===== src/qpcd_pkg.sv =====
// Package for the quad potentiometer command decoder.
// Assumes a single 10 MHz core clock; every time is held in its own unit
// and turned into a cycle count here.
package qpcd_pkg;

	// Core clock
	localparam int CLK_HZ = 10_000_000;

	// Nonvolatile write cycle, typical figure
	localparam int NV_WRITE_MS = 5;
	localparam int NV_WRITE_CYC = NV_WRITE_MS * (CLK_HZ / 1000);

	// Wiper settle delay after a setting-to-wiper copy
	localparam int WIPER_SETTLE_NS = 1000;
	localparam int SETTLE_CYC_RAW = (WIPER_SETTLE_NS * (CLK_HZ / 1_000_000) + 999) / 1000;
	localparam int SETTLE_CYC = (SETTLE_CYC_RAW < 1) ? 1 : SETTLE_CYC_RAW;

	// Geometry
	localparam int NUM_POTS = 4;
	localparam int NUM_REGS = 4;
	localparam int NUM_TAPS = 64;
	localparam int POS_W = 6;

	// Slave address byte fields
	localparam int ADDR_TYPE_LSB = 4;
	localparam int ADDR_PIN_W = 4;

	// Instruction byte fields
	localparam int OPC_LSB = 4;
	localparam int POT_LSB = 2;
	localparam int RSEL_LSB = 0;

	// Data byte fields
	localparam int DATA_OFF_BIT = 6;
	localparam int DATA_CHAIN_BIT = 7;
	localparam logic [5:0] POS_MAX = 6'h3f;
	localparam logic [5:0] POS_MIN = 6'h00;

	// Reset values
	localparam logic [7:0] WCR_RESET = 8'h00;
	localparam logic [7:0] SET_RESET = 8'h00;

	// Opcodes
	localparam logic [3:0] OP_RD_WCR = 4'h9;
	localparam logic [3:0] OP_WR_WCR = 4'ha;
	localparam logic [3:0] OP_RD_SET = 4'hb;
	localparam logic [3:0] OP_WR_SET = 4'hc;
	localparam logic [3:0] OP_COPY_S2W = 4'hd;
	localparam logic [3:0] OP_COPY_W2S = 4'he;
	localparam logic [3:0] OP_GCOPY_S2W = 4'h1;
	localparam logic [3:0] OP_GCOPY_W2S = 4'h8;
	localparam logic [3:0] OP_INCDEC = 4'h2;

	// Serial engine states
	typedef enum logic [3:0] {
		ST_IDLE,
		ST_ADDR,
		ST_ACK_ADDR,
		ST_INSTR,
		ST_ACK_INSTR,
		ST_DATA_RX,
		ST_ACK_DATA,
		ST_DATA_TX,
		ST_MASTER_ACK,
		ST_INCDEC,
		ST_DONE
	} qpcd_state_t;

endpackage


===== src/qpcd_sync.sv =====
// Two-flop synchroniser for a group of pin inputs.
// Assumes the inputs are asynchronous to core_clk and change slowly.
module qpcd_sync #(
	parameter int WIDTH = 1
) (
	input wire logic core_clk, // Core clock
	input wire logic resetn, // Synchronous reset, active low
	input wire logic [WIDTH-1:0] async_in, // Raw pin levels
	output logic [WIDTH-1:0] sync_out // Levels safe for core logic
);

	logic [WIDTH-1:0] meta;

	// First stage feeds only the second stage
	always_ff @(posedge core_clk) begin
		if (!resetn) begin
			meta <= '1;
			sync_out <= '1;
		end else begin
			meta <= async_in;
			sync_out <= meta;
		end
	end

endmodule


===== src/qpcd_decoder.sv =====
// Command decoder behind the two-wire slave port of a quad potentiometer.
// Assumes scl, sda and the address pins are asynchronous pins; sda is an
// open-drain line resolved outside from sda_out and sda_oe.
//
// Summary of operation
// - A stop ending a nonvolatile write starts the internal write cycle.
// - Serial inputs are ignored while the internal write is running.
// - No acknowledge to the slave address while the write is busy.
// - After the write finishes, the slave address is acknowledged again.
// - Upper four bits of the instruction byte are the opcode.
// - Next two bits pick the pot, lowest two pick its register.
// - Four instructions are two-byte copies between wiper and setting registers.
// - Setting-to-wiper copy is volatile; the wiper follows after a settle delay.
// - Wiper-to-setting copy is a nonvolatile write needing the write time.
// - Copies act on one selected pot or globally on all four.
// - Register reads and writes use address, instruction, data bytes.
// - Opcode 1001 reads the selected wiper register; register bits ignored.
// - Opcode 1010 writes the selected wiper register; register bits ignored.
// - Opcode 1011 reads and 1100 writes the chosen setting register.
// - Opcode 1101 copies the chosen setting register into the wiper register.
// - Opcode 1110 copies the wiper register into the chosen setting register.
// - Opcode 0001 copies chosen setting register to wiper on every pot.
// - Opcode 1000 copies every wiper into its chosen setting register.
// - Opcode 0010 enters increment/decrement mode after the instruction acknowledge.
// - In that mode a clock high pulse with data high steps up.
// - In that mode a clock high pulse with data low steps down.
// - Address upper nibble must match the type code, lower nibble the pins.
// - Acknowledge after address, after instruction, and after a data byte.
// - Six low wiper bits select exactly one of 64 tap switches.
// - Data byte holds position in bits 5:0, wiper-off bit 6, chain bit 7.
module qpcd_decoder
	import qpcd_pkg::*;
#(
	parameter logic [3:0] DEV_TYPE = 4'ha, // Device type code, value arbitrary
	parameter int NV_CYCLES = NV_WRITE_CYC // Internal write duration in cycles
) (
	input wire logic core_clk, // Core clock, 10 MHz
	input wire logic resetn, // Synchronous reset, active low
	input wire logic scl_in, // Serial clock pin from the master
	input wire logic sda_in, // Serial data pin level
	output logic sda_out, // Serial data drive value, always low
	output logic sda_oe, // High while pulling serial data low
	input wire logic [ADDR_PIN_W-1:0] addr_pins, // Device address straps
	output logic [NUM_POTS*NUM_TAPS-1:0] wiper_tap, // One-hot tap per pot
	output logic [NUM_POTS-1:0] wiper_off_bit, // Wiper isolated per pot
	output logic [NUM_POTS-1:0] chain_enable_bit, // Cascade enable per pot
	output logic nv_busy, // Internal nonvolatile write in progress
	output logic step_mode // Increment/decrement mode active
);

	localparam int NVW = $clog2(NV_CYCLES + 1);
	localparam int STW = $clog2(SETTLE_CYC + 1);

	logic scl_s;
	logic sda_s;
	logic [ADDR_PIN_W-1:0] addr_s;
	logic scl_q;
	logic sda_q;
	logic scl_rise;
	logic scl_fall;
	logic start_ev;
	logic stop_ev;

	qpcd_state_t state;
	logic [7:0] shreg;
	logic [3:0] bitcnt;
	logic [7:0] instr;
	logic drive_low;
	logic byte_done;

	logic [3:0] opc;
	logic [1:0] pot;
	logic [1:0] rsel;
	logic glob;
	logic opc_ok;
	logic addr_hit;
	logic [7:0] tx_byte;

	logic ev_wdata;
	logic ev_copy_s2w;
	logic ev_copy_w2s;
	logic ev_step;

	logic [7:0] wiper_position_reg [NUM_POTS];
	logic [7:0] setting_regs [NUM_POTS*NUM_REGS];
	logic [7:0] wiper_shown [NUM_POTS];
	logic [STW-1:0] settle_cnt;
	logic [NVW-1:0] nv_cnt;
	logic nv_pend;

	// Pins cross into the core clock through two flops each
	qpcd_sync #(
		.WIDTH(ADDR_PIN_W + 2)
	) u_sync (
		.core_clk(core_clk),
		.resetn(resetn),
		.async_in({scl_in, sda_in, addr_pins}),
		.sync_out({scl_s, sda_s, addr_s})
	);

	// Previous synchronised levels for edge and condition detection
	always_ff @(posedge core_clk) begin
		if (!resetn) begin
			scl_q <= 1'b1;
			sda_q <= 1'b1;
		end else begin
			scl_q <= scl_s;
			sda_q <= sda_s;
		end
	end

	assign scl_rise = scl_s && !scl_q;
	assign scl_fall = !scl_s && scl_q;
	// Data moving while the clock stays high marks start and stop
	assign start_ev = scl_s && scl_q && sda_q && !sda_s;
	assign stop_ev = scl_s && scl_q && !sda_q && sda_s;

	// Instruction fields
	assign opc = instr[OPC_LSB +: 4];
	assign pot = instr[POT_LSB +: 2];
	assign rsel = instr[RSEL_LSB +: 2];
	// Global copies ignore the pot field
	assign glob = (opc == OP_GCOPY_S2W) || (opc == OP_GCOPY_W2S);

	assign byte_done = scl_fall && (bitcnt == 4'h8);
	assign addr_hit = (shreg[ADDR_TYPE_LSB +: 4] == DEV_TYPE)
		&& (shreg[ADDR_PIN_W-1:0] == addr_s);

	// Only the nine defined opcodes are acknowledged
	always_comb begin
		case (shreg[OPC_LSB +: 4])
			OP_RD_WCR, OP_WR_WCR, OP_RD_SET, OP_WR_SET: opc_ok = 1'b1;
			OP_COPY_S2W, OP_COPY_W2S, OP_GCOPY_S2W, OP_GCOPY_W2S: opc_ok = 1'b1;
			OP_INCDEC: opc_ok = 1'b1;
			default: opc_ok = 1'b0;
		endcase
	end

	// Read source: wiper register ignores the register bits
	assign tx_byte = (opc == OP_RD_WCR) ? wiper_position_reg[pot]
		: setting_regs[{pot, rsel}];

	// Register file events
	assign ev_wdata = (state == ST_DATA_RX) && byte_done;
	assign ev_copy_s2w = (state == ST_ACK_INSTR) && scl_fall
		&& ((opc == OP_COPY_S2W) || (opc == OP_GCOPY_S2W));
	assign ev_copy_w2s = (state == ST_ACK_INSTR) && scl_fall
		&& ((opc == OP_COPY_W2S) || (opc == OP_GCOPY_W2S));
	// Each clock high pulse counts once, at its rising edge
	assign ev_step = (state == ST_INCDEC) && scl_rise;

	// Serial engine; the busy write cycle holds it idle and deaf
	always_ff @(posedge core_clk) begin
		if (!resetn) begin
			state <= ST_IDLE;
			shreg <= 8'h00;
			bitcnt <= 4'h0;
			instr <= 8'h00;
			drive_low <= 1'b0;
		end else if (nv_busy) begin
			state <= ST_IDLE;
			drive_low <= 1'b0;
			bitcnt <= 4'h0;
		end else if (start_ev) begin
			// A repeated start restarts addressing from any state
			state <= ST_ADDR;
			bitcnt <= 4'h0;
			drive_low <= 1'b0;
		end else if (stop_ev) begin
			state <= ST_IDLE;
			drive_low <= 1'b0;
		end else begin
			case (state)
				ST_ADDR, ST_INSTR, ST_DATA_RX: begin
					if (scl_rise) begin
						shreg <= {shreg[6:0], sda_s};
						bitcnt <= bitcnt + 4'h1;
					end
					if (byte_done) begin
						bitcnt <= 4'h0;
						if (state == ST_ADDR) begin
							if (addr_hit) begin
								drive_low <= 1'b1;
								state <= ST_ACK_ADDR;
							end else begin
								state <= ST_IDLE;
							end
						end else if (state == ST_INSTR) begin
							instr <= shreg;
							if (opc_ok) begin
								drive_low <= 1'b1;
								state <= ST_ACK_INSTR;
							end else begin
								state <= ST_IDLE;
							end
						end else begin
							drive_low <= 1'b1;
							state <= ST_ACK_DATA;
						end
					end
				end
				ST_ACK_ADDR: begin
					if (scl_fall) begin
						drive_low <= 1'b0;
						state <= ST_INSTR;
					end
				end
				ST_ACK_INSTR: begin
					if (scl_fall) begin
						drive_low <= 1'b0;
						bitcnt <= 4'h0;
						case (opc)
							OP_RD_WCR, OP_RD_SET: begin
								// First data bit goes out as the acknowledge ends
								shreg <= tx_byte;
								drive_low <= !tx_byte[7];
								state <= ST_DATA_TX;
							end
							OP_WR_WCR, OP_WR_SET: state <= ST_DATA_RX;
							OP_INCDEC: state <= ST_INCDEC;
							default: state <= ST_DONE;
						endcase
					end
				end
				ST_DATA_TX: begin
					if (scl_rise) begin
						bitcnt <= bitcnt + 4'h1;
					end
					if (byte_done) begin
						drive_low <= 1'b0;
						state <= ST_MASTER_ACK;
					end else if (scl_fall) begin
						shreg <= {shreg[6:0], 1'b0};
						drive_low <= !shreg[6];
					end
				end
				ST_ACK_DATA: begin
					if (scl_fall) begin
						drive_low <= 1'b0;
						state <= ST_DONE;
					end
				end
				ST_MASTER_ACK: begin
					if (scl_fall) begin
						state <= ST_DONE;
					end
				end
				ST_INCDEC, ST_DONE, ST_IDLE: begin
					drive_low <= 1'b0;
				end
				default: begin
					state <= ST_IDLE;
					drive_low <= 1'b0;
				end
			endcase
		end
	end

	// Wiper and setting registers, all writers in one place
	always_ff @(posedge core_clk) begin
		if (!resetn) begin
			for (int p = 0; p < NUM_POTS; p++) begin
				wiper_position_reg[p] <= WCR_RESET;
			end
			for (int r = 0; r < NUM_POTS * NUM_REGS; r++) begin
				setting_regs[r] <= SET_RESET;
			end
		end else begin
			if (ev_wdata && (opc == OP_WR_WCR)) begin
				wiper_position_reg[pot] <= shreg;
			end
			if (ev_wdata && (opc == OP_WR_SET)) begin
				setting_regs[{pot, rsel}] <= shreg;
			end
			for (int p = 0; p < NUM_POTS; p++) begin
				if (ev_copy_s2w && (glob || (2'(p) == pot))) begin
					wiper_position_reg[p] <= setting_regs[{2'(p), rsel}];
				end
				if (ev_copy_w2s && (glob || (2'(p) == pot))) begin
					setting_regs[{2'(p), rsel}] <= wiper_position_reg[p];
				end
			end
			if (ev_step) begin
				// Ends saturate rather than wrap
				if (sda_s && (wiper_position_reg[pot][5:0] != POS_MAX)) begin
					wiper_position_reg[pot][5:0] <= wiper_position_reg[pot][5:0] + 6'h01;
				end else if (!sda_s && (wiper_position_reg[pot][5:0] != POS_MIN)) begin
					wiper_position_reg[pot][5:0] <= wiper_position_reg[pot][5:0] - 6'h01;
				end
			end
		end
	end

	// Settle delay: the taps hold their old position for a while after a copy
	always_ff @(posedge core_clk) begin
		if (!resetn) begin
			settle_cnt <= '0;
		end else if (ev_copy_s2w) begin
			settle_cnt <= STW'(SETTLE_CYC);
		end else if (settle_cnt != '0) begin
			settle_cnt <= settle_cnt - STW'(1);
		end
	end

	// Shown wiper value tracks the register once no settle is pending
	always_ff @(posedge core_clk) begin
		if (!resetn) begin
			for (int p = 0; p < NUM_POTS; p++) begin
				wiper_shown[p] <= WCR_RESET;
			end
		end else if ((settle_cnt == '0) && !ev_copy_s2w) begin
			for (int p = 0; p < NUM_POTS; p++) begin
				wiper_shown[p] <= wiper_position_reg[p];
			end
		end
	end

	// Tap decode per pot; a disabled wiper opens every switch
	generate
		for (genvar g = 0; g < NUM_POTS; g++) begin : g_pot
			always_ff @(posedge core_clk) begin
				if (!resetn) begin
					wiper_tap[g*NUM_TAPS +: NUM_TAPS] <= '0;
					wiper_off_bit[g] <= 1'b0;
					chain_enable_bit[g] <= 1'b0;
				end else begin
					wiper_tap[g*NUM_TAPS +: NUM_TAPS] <= wiper_shown[g][DATA_OFF_BIT] ? 64'h0
						: (64'h1 << wiper_shown[g][POS_W-1:0]);
					wiper_off_bit[g] <= wiper_shown[g][DATA_OFF_BIT];
					chain_enable_bit[g] <= wiper_shown[g][DATA_CHAIN_BIT];
				end
			end
		end
	endgenerate

	// Pending nonvolatile change, committed to the write cycle at stop
	always_ff @(posedge core_clk) begin
		if (!resetn) begin
			nv_pend <= 1'b0;
		end else if (stop_ev && !nv_busy) begin
			nv_pend <= 1'b0;
		end else if ((ev_wdata && (opc == OP_WR_SET)) || ev_copy_w2s) begin
			nv_pend <= 1'b1;
		end
	end

	// Internal write timer; polling gets no acknowledge until it expires
	always_ff @(posedge core_clk) begin
		if (!resetn) begin
			nv_cnt <= '0;
		end else if (stop_ev && nv_pend && !nv_busy) begin
			nv_cnt <= NVW'(NV_CYCLES);
		end else if (nv_cnt != '0) begin
			nv_cnt <= nv_cnt - NVW'(1);
		end
	end

	assign nv_busy = (nv_cnt != '0);
	assign step_mode = (state == ST_INCDEC);
	// Open drain: only ever pull low
	assign sda_out = 1'b0;
	assign sda_oe = drive_low;

endmodule


===== config.mk =====
export PLATFORM = sky130hd
export DESIGN_NAME = qpcd_decoder
export DESIGN_NICKNAME = d
export VERILOG_FILES = /design/src/qpcd_pkg.sv /design/src/qpcd_sync.sv /design/src/qpcd_decoder.sv
export SDC_FILE = /design/constraint.sdc
export NUM_CORES = 1
export LEC_CHECK = 0
export BUFFER_PORTS_ARGS = -buffer_cell sky130_fd_sc_hd__buf_2
export CAP_MARGIN = 25
export CORE_MARGIN = 5
export CORE_UTILIZATION = 45
export DETAILED_ROUTE_END_ITERATION = 10
export PLACE_DENSITY_LB_ADDON = 0.15
export SYNTH_ARGS = -nofsm -noshare
export SYNTH_HDL_FRONTEND = slang
export SYNTH_SLANG_ARGS = --single-unit

===== constraint.sdc =====
create_clock -name core_clk -period 3.5 [get_ports core_clk]
set_input_delay 0.175 -clock core_clk [delete_from_list [all_inputs] [get_ports core_clk]]
set_output_delay 0.175 -clock core_clk [all_outputs]
set_load 0.02 [all_outputs]

==> impl_metrics.env <==
export IMPL_start_kind="register"
export IMPL_grt_use_total=0.227
export IMPL_cts_sinks=521
export IMPL_grt_setup_unrepaired="no"
export IMPL_drt_wl_total_um=57700
export IMPL_largest_reg_flops=256
export IMPL_final_cells=2790
export IMPL_area_growth_pct=20.1
export IMPL_holdPathEnd="settle_cnt[2]$_SDFFE_PP0P_"
export IMPL_p_clk_frac=0.418
export IMPL_power_frac_comb=0.073
export IMPL_htreeDepth=2
export IMPL_reg_top3="wiper_tap: 256 flops, setting_regs: 128 flops"
export IMPL_p_sw_w=0.00316
export IMPL_grt_pass1_vias=14918
export IMPL_start_util=0.454
export IMPL_arrival_ns=3.76
export IMPL_hold_violations=0
export IMPL_hold_path_class="input pin to register"
export IMPL_layout_commonest_cell="nor2_1"
export IMPL_worstMarginPinSlew_ns=0.872
export IMPL_synthFlopType="dfxtp_1"
export IMPL_slew_headroom=0.419
export IMPL_yosys_warnings=0
export IMPL_final_nets=2172
export IMPL_top_register="wiper_tap"
export IMPL_placed_cells=2688
export IMPL_p_int_w=0.00996
export IMPL_cap_viol_max_count=0
export IMPL_finClkSkew_ns=0.0123
export IMPL_status="finished clean"
export IMPL_powerDensity_mw_per_mm2=545
export IMPL_cts_root_buf="clkbuf_16"
export IMPL_fp_dieW_um=221
export IMPL_clkLatencyLatePin_ns=0.60
export IMPL_vias=15271
export IMPL_min_path_cells=3
export IMPL_gp_routability_congestion=0.956
export IMPL_drive_gt1_frac=0.231
export IMPL_synth_cells=1847
export IMPL_synth_distinct_cells=87
export IMPL_fill_cells=3920
export IMPL_overflow=0
export IMPL_critPathRequiredTime_ns=3.97
export IMPL_period_needed_ns=3.30
export IMPL_r2r_end="opc_ok$_DFF_P_"
export IMPL_grt_pass1_wl_um=88900
export IMPL_synth_edf_count=192
export IMPL_critPathKind="register to register"
export IMPL_grt_max_degree=50
export IMPL_fmax_mhz=303
export IMPL_end_kind="register"
export IMPL_finalCritPeriodShare=0.942
export IMPL_drc=0
export IMPL_setup_tns_ns=0
export IMPL_antenna_found_initial=1
export IMPL_core_area_mm2=0.0441
export IMPL_viasPerCell=5.47
export IMPL_seq_area_frac_synth=0.616
export IMPL_io_buffers=274
export IMPL_p_leak_nw=9.18
export IMPL_r2r_cells=12
export IMPL_syn_nets=1863
export IMPL_clkSlewWorstSetupHoldPaths_ns=0.06
export IMPL_num_rows=77
export IMPL_die_h_um=221
export IMPL_ys_ff_latch=521
export IMPL_cts_tree="done"
export IMPL_io_pin_count=276
export IMPL_worst_ir_drop_vdd_uv=348
export IMPL_drv_slew=0
export IMPL_crit_fanout=9
export IMPL_setup_viol=0
export IMPL_timing_rr_start="nv_cnt[0]$_SDFFE_PP0N_"
export IMPL_cts_setup_buffers=0
export IMPL_reg2reg_slack_ns=0.20
export IMPL_final_cell_mix="366 x nor2_1, 328 x dfxtp_1, 274 x buf_2"
export IMPL_hp_start="resetn"
export IMPL_dieArea_mm2=0.0489
export IMPL_syn_mean_instance_area_um2=10.9
export IMPL_wire_per_inst_um=20.7
export IMPL_cts_buffers=52
export IMPL_async_reset_ff_frac=0
export IMPL_switching_share=0.241
export IMPL_netlist_area_mm2=0.0200
export IMPL_dp_final_hpwl_um=41700
export IMPL_ant_nets=0
export IMPL_clk_path_buf_depth=3
export IMPL_ctsHoldBuffers=6
export IMPL_drtIter0Drc=1766
export IMPL_power_frac_seq=0.509
export IMPL_cts_resized=0
export IMPL_drt_pass1_iterations=6
[through the flow]
stage | utilization | total power, W | setup WS [ns] | cell area, um2 | hold WS [ns]
5_1_grt | 0.546 | 0.0136 | 0.0455 | 24100 | 0.0539
4_1_cts | 0.546 | 0.0132 | 0.296 | 24100 | 0.0238
2_1_floorplan | - | 0.00748 | 0.673 | 20000 | 0.276
3_5_place_dp | 0.506 | 0.00775 | 0.365 | 22300 | 0.361
6_report | 0.546 | 0.0131 | 0.204 | 24100 | 0.0422
3_3_place_gp | 0.506 | 0.00773 | 0.447 | 22300 | 0.355
[cell usage after synthesis (all sizes together) (16+ instances only)]
library cell	number	area, um2
nor2b	25	156
nand3	35	175
nand2	219	822
dfxtp	329	6590
mux2i	20	204
nor4	16	158
o21ai	129	646
clkbuf	63	236
edfxtp	192	5770
a22o	16	140
a21oi	33	176
mux4	46	1040
and2	45	282
nor2	371	1410
nor3	43	226
buf	29	161
nand2b	34	213
[critical path: stages, from the launching register on]
cell	delay [ns]
dfxtp_1	0.33
inv_1	0.11
ha_1	0.15
or4b_4	0.50
nor4_4	0.35
nand4_2	0.28
or2_0	0.41
a211o_1	0.30
nand2_1	0.08
ha_1	0.16
nand2_1	0.05
nor4_1	0.27
o32ai_1	0.15
[final cells by class]
class / instances / area [um2] / area share
tap: 592 / 741 / 0.0308
multi-input combinational: 1218 / 7250 / 0.301
timing repair buffer: 347 / 1980 / 0.0824
sequential: 521 / 12400 / 0.513
antenna: 1 / 2.50 / 0.000104
clock buffer: 71 / 1500 / 0.0622
clock inverter: 24 / 194 / 0.00805
inverter: 16 / 60.1 / 0.00249
[per-layer routing]
layer / vias to the layer above / track usage / wire (um)
met4: 0 / 0.0684 / 1830
met3: 119 / 0.0588 / 5140
li1: 7083 / - / -
met5: - / 0 / 0
met2: 698 / 0.357 / 26300
met1: 7371 / 0.313 / 24300
[power groups by stage]
stage               Sequential, W  Clock [W]  Combinational [W]
finish                    0.00667    0.00548           0.000962
global placement          0.00679          0           0.000941
CTS                       0.00667    0.00557           0.000965
detailed placement        0.00680          0           0.000955
global route              0.00670    0.00582            0.00107
floorplan                 0.00674          0           0.000744
[worst max path at each step]
stage                                      start             end  slack, ns  cells after the start
final                     nv_cnt[0]$_SDFFE_PP0N_  opc_ok$_DFF_P_       0.20                     12
after floorplan           nv_cnt[0]$_SDFFE_PP0N_  opc_ok$_DFF_P_       0.67                     13
after CTS                 nv_cnt[0]$_SDFFE_PP0N_  opc_ok$_DFF_P_       0.30                     12
after global placement    nv_cnt[0]$_SDFFE_PP0N_  opc_ok$_DFF_P_       0.45                     12
after global routing      nv_cnt[0]$_SDFFE_PP0N_  opc_ok$_DFF_P_       0.05                     12
after detailed placement  nv_cnt[0]$_SDFFE_PP0N_  opc_ok$_DFF_P_       0.36                     12
[cell families (layout without fill, tap and decap cells)]
family | after synthesis | in the layout | synth area share
xor gates and xnor gates | 23 | 23 | 0.0100
and+or+nand+nor | 870 | 870 | 0.203
adders and majority gates | 8 | 8 | 0.00499
other | 1 | 2 | 0.000187
muxes | 70 | 70 | 0.0641
buffers and inverters | 108 | 458 | 0.0228
AOI/OAI and AO/OA | 246 | 246 | 0.0783
DFF | 521 | 521 | 0.616
Power figures use the tool's default switching activity.
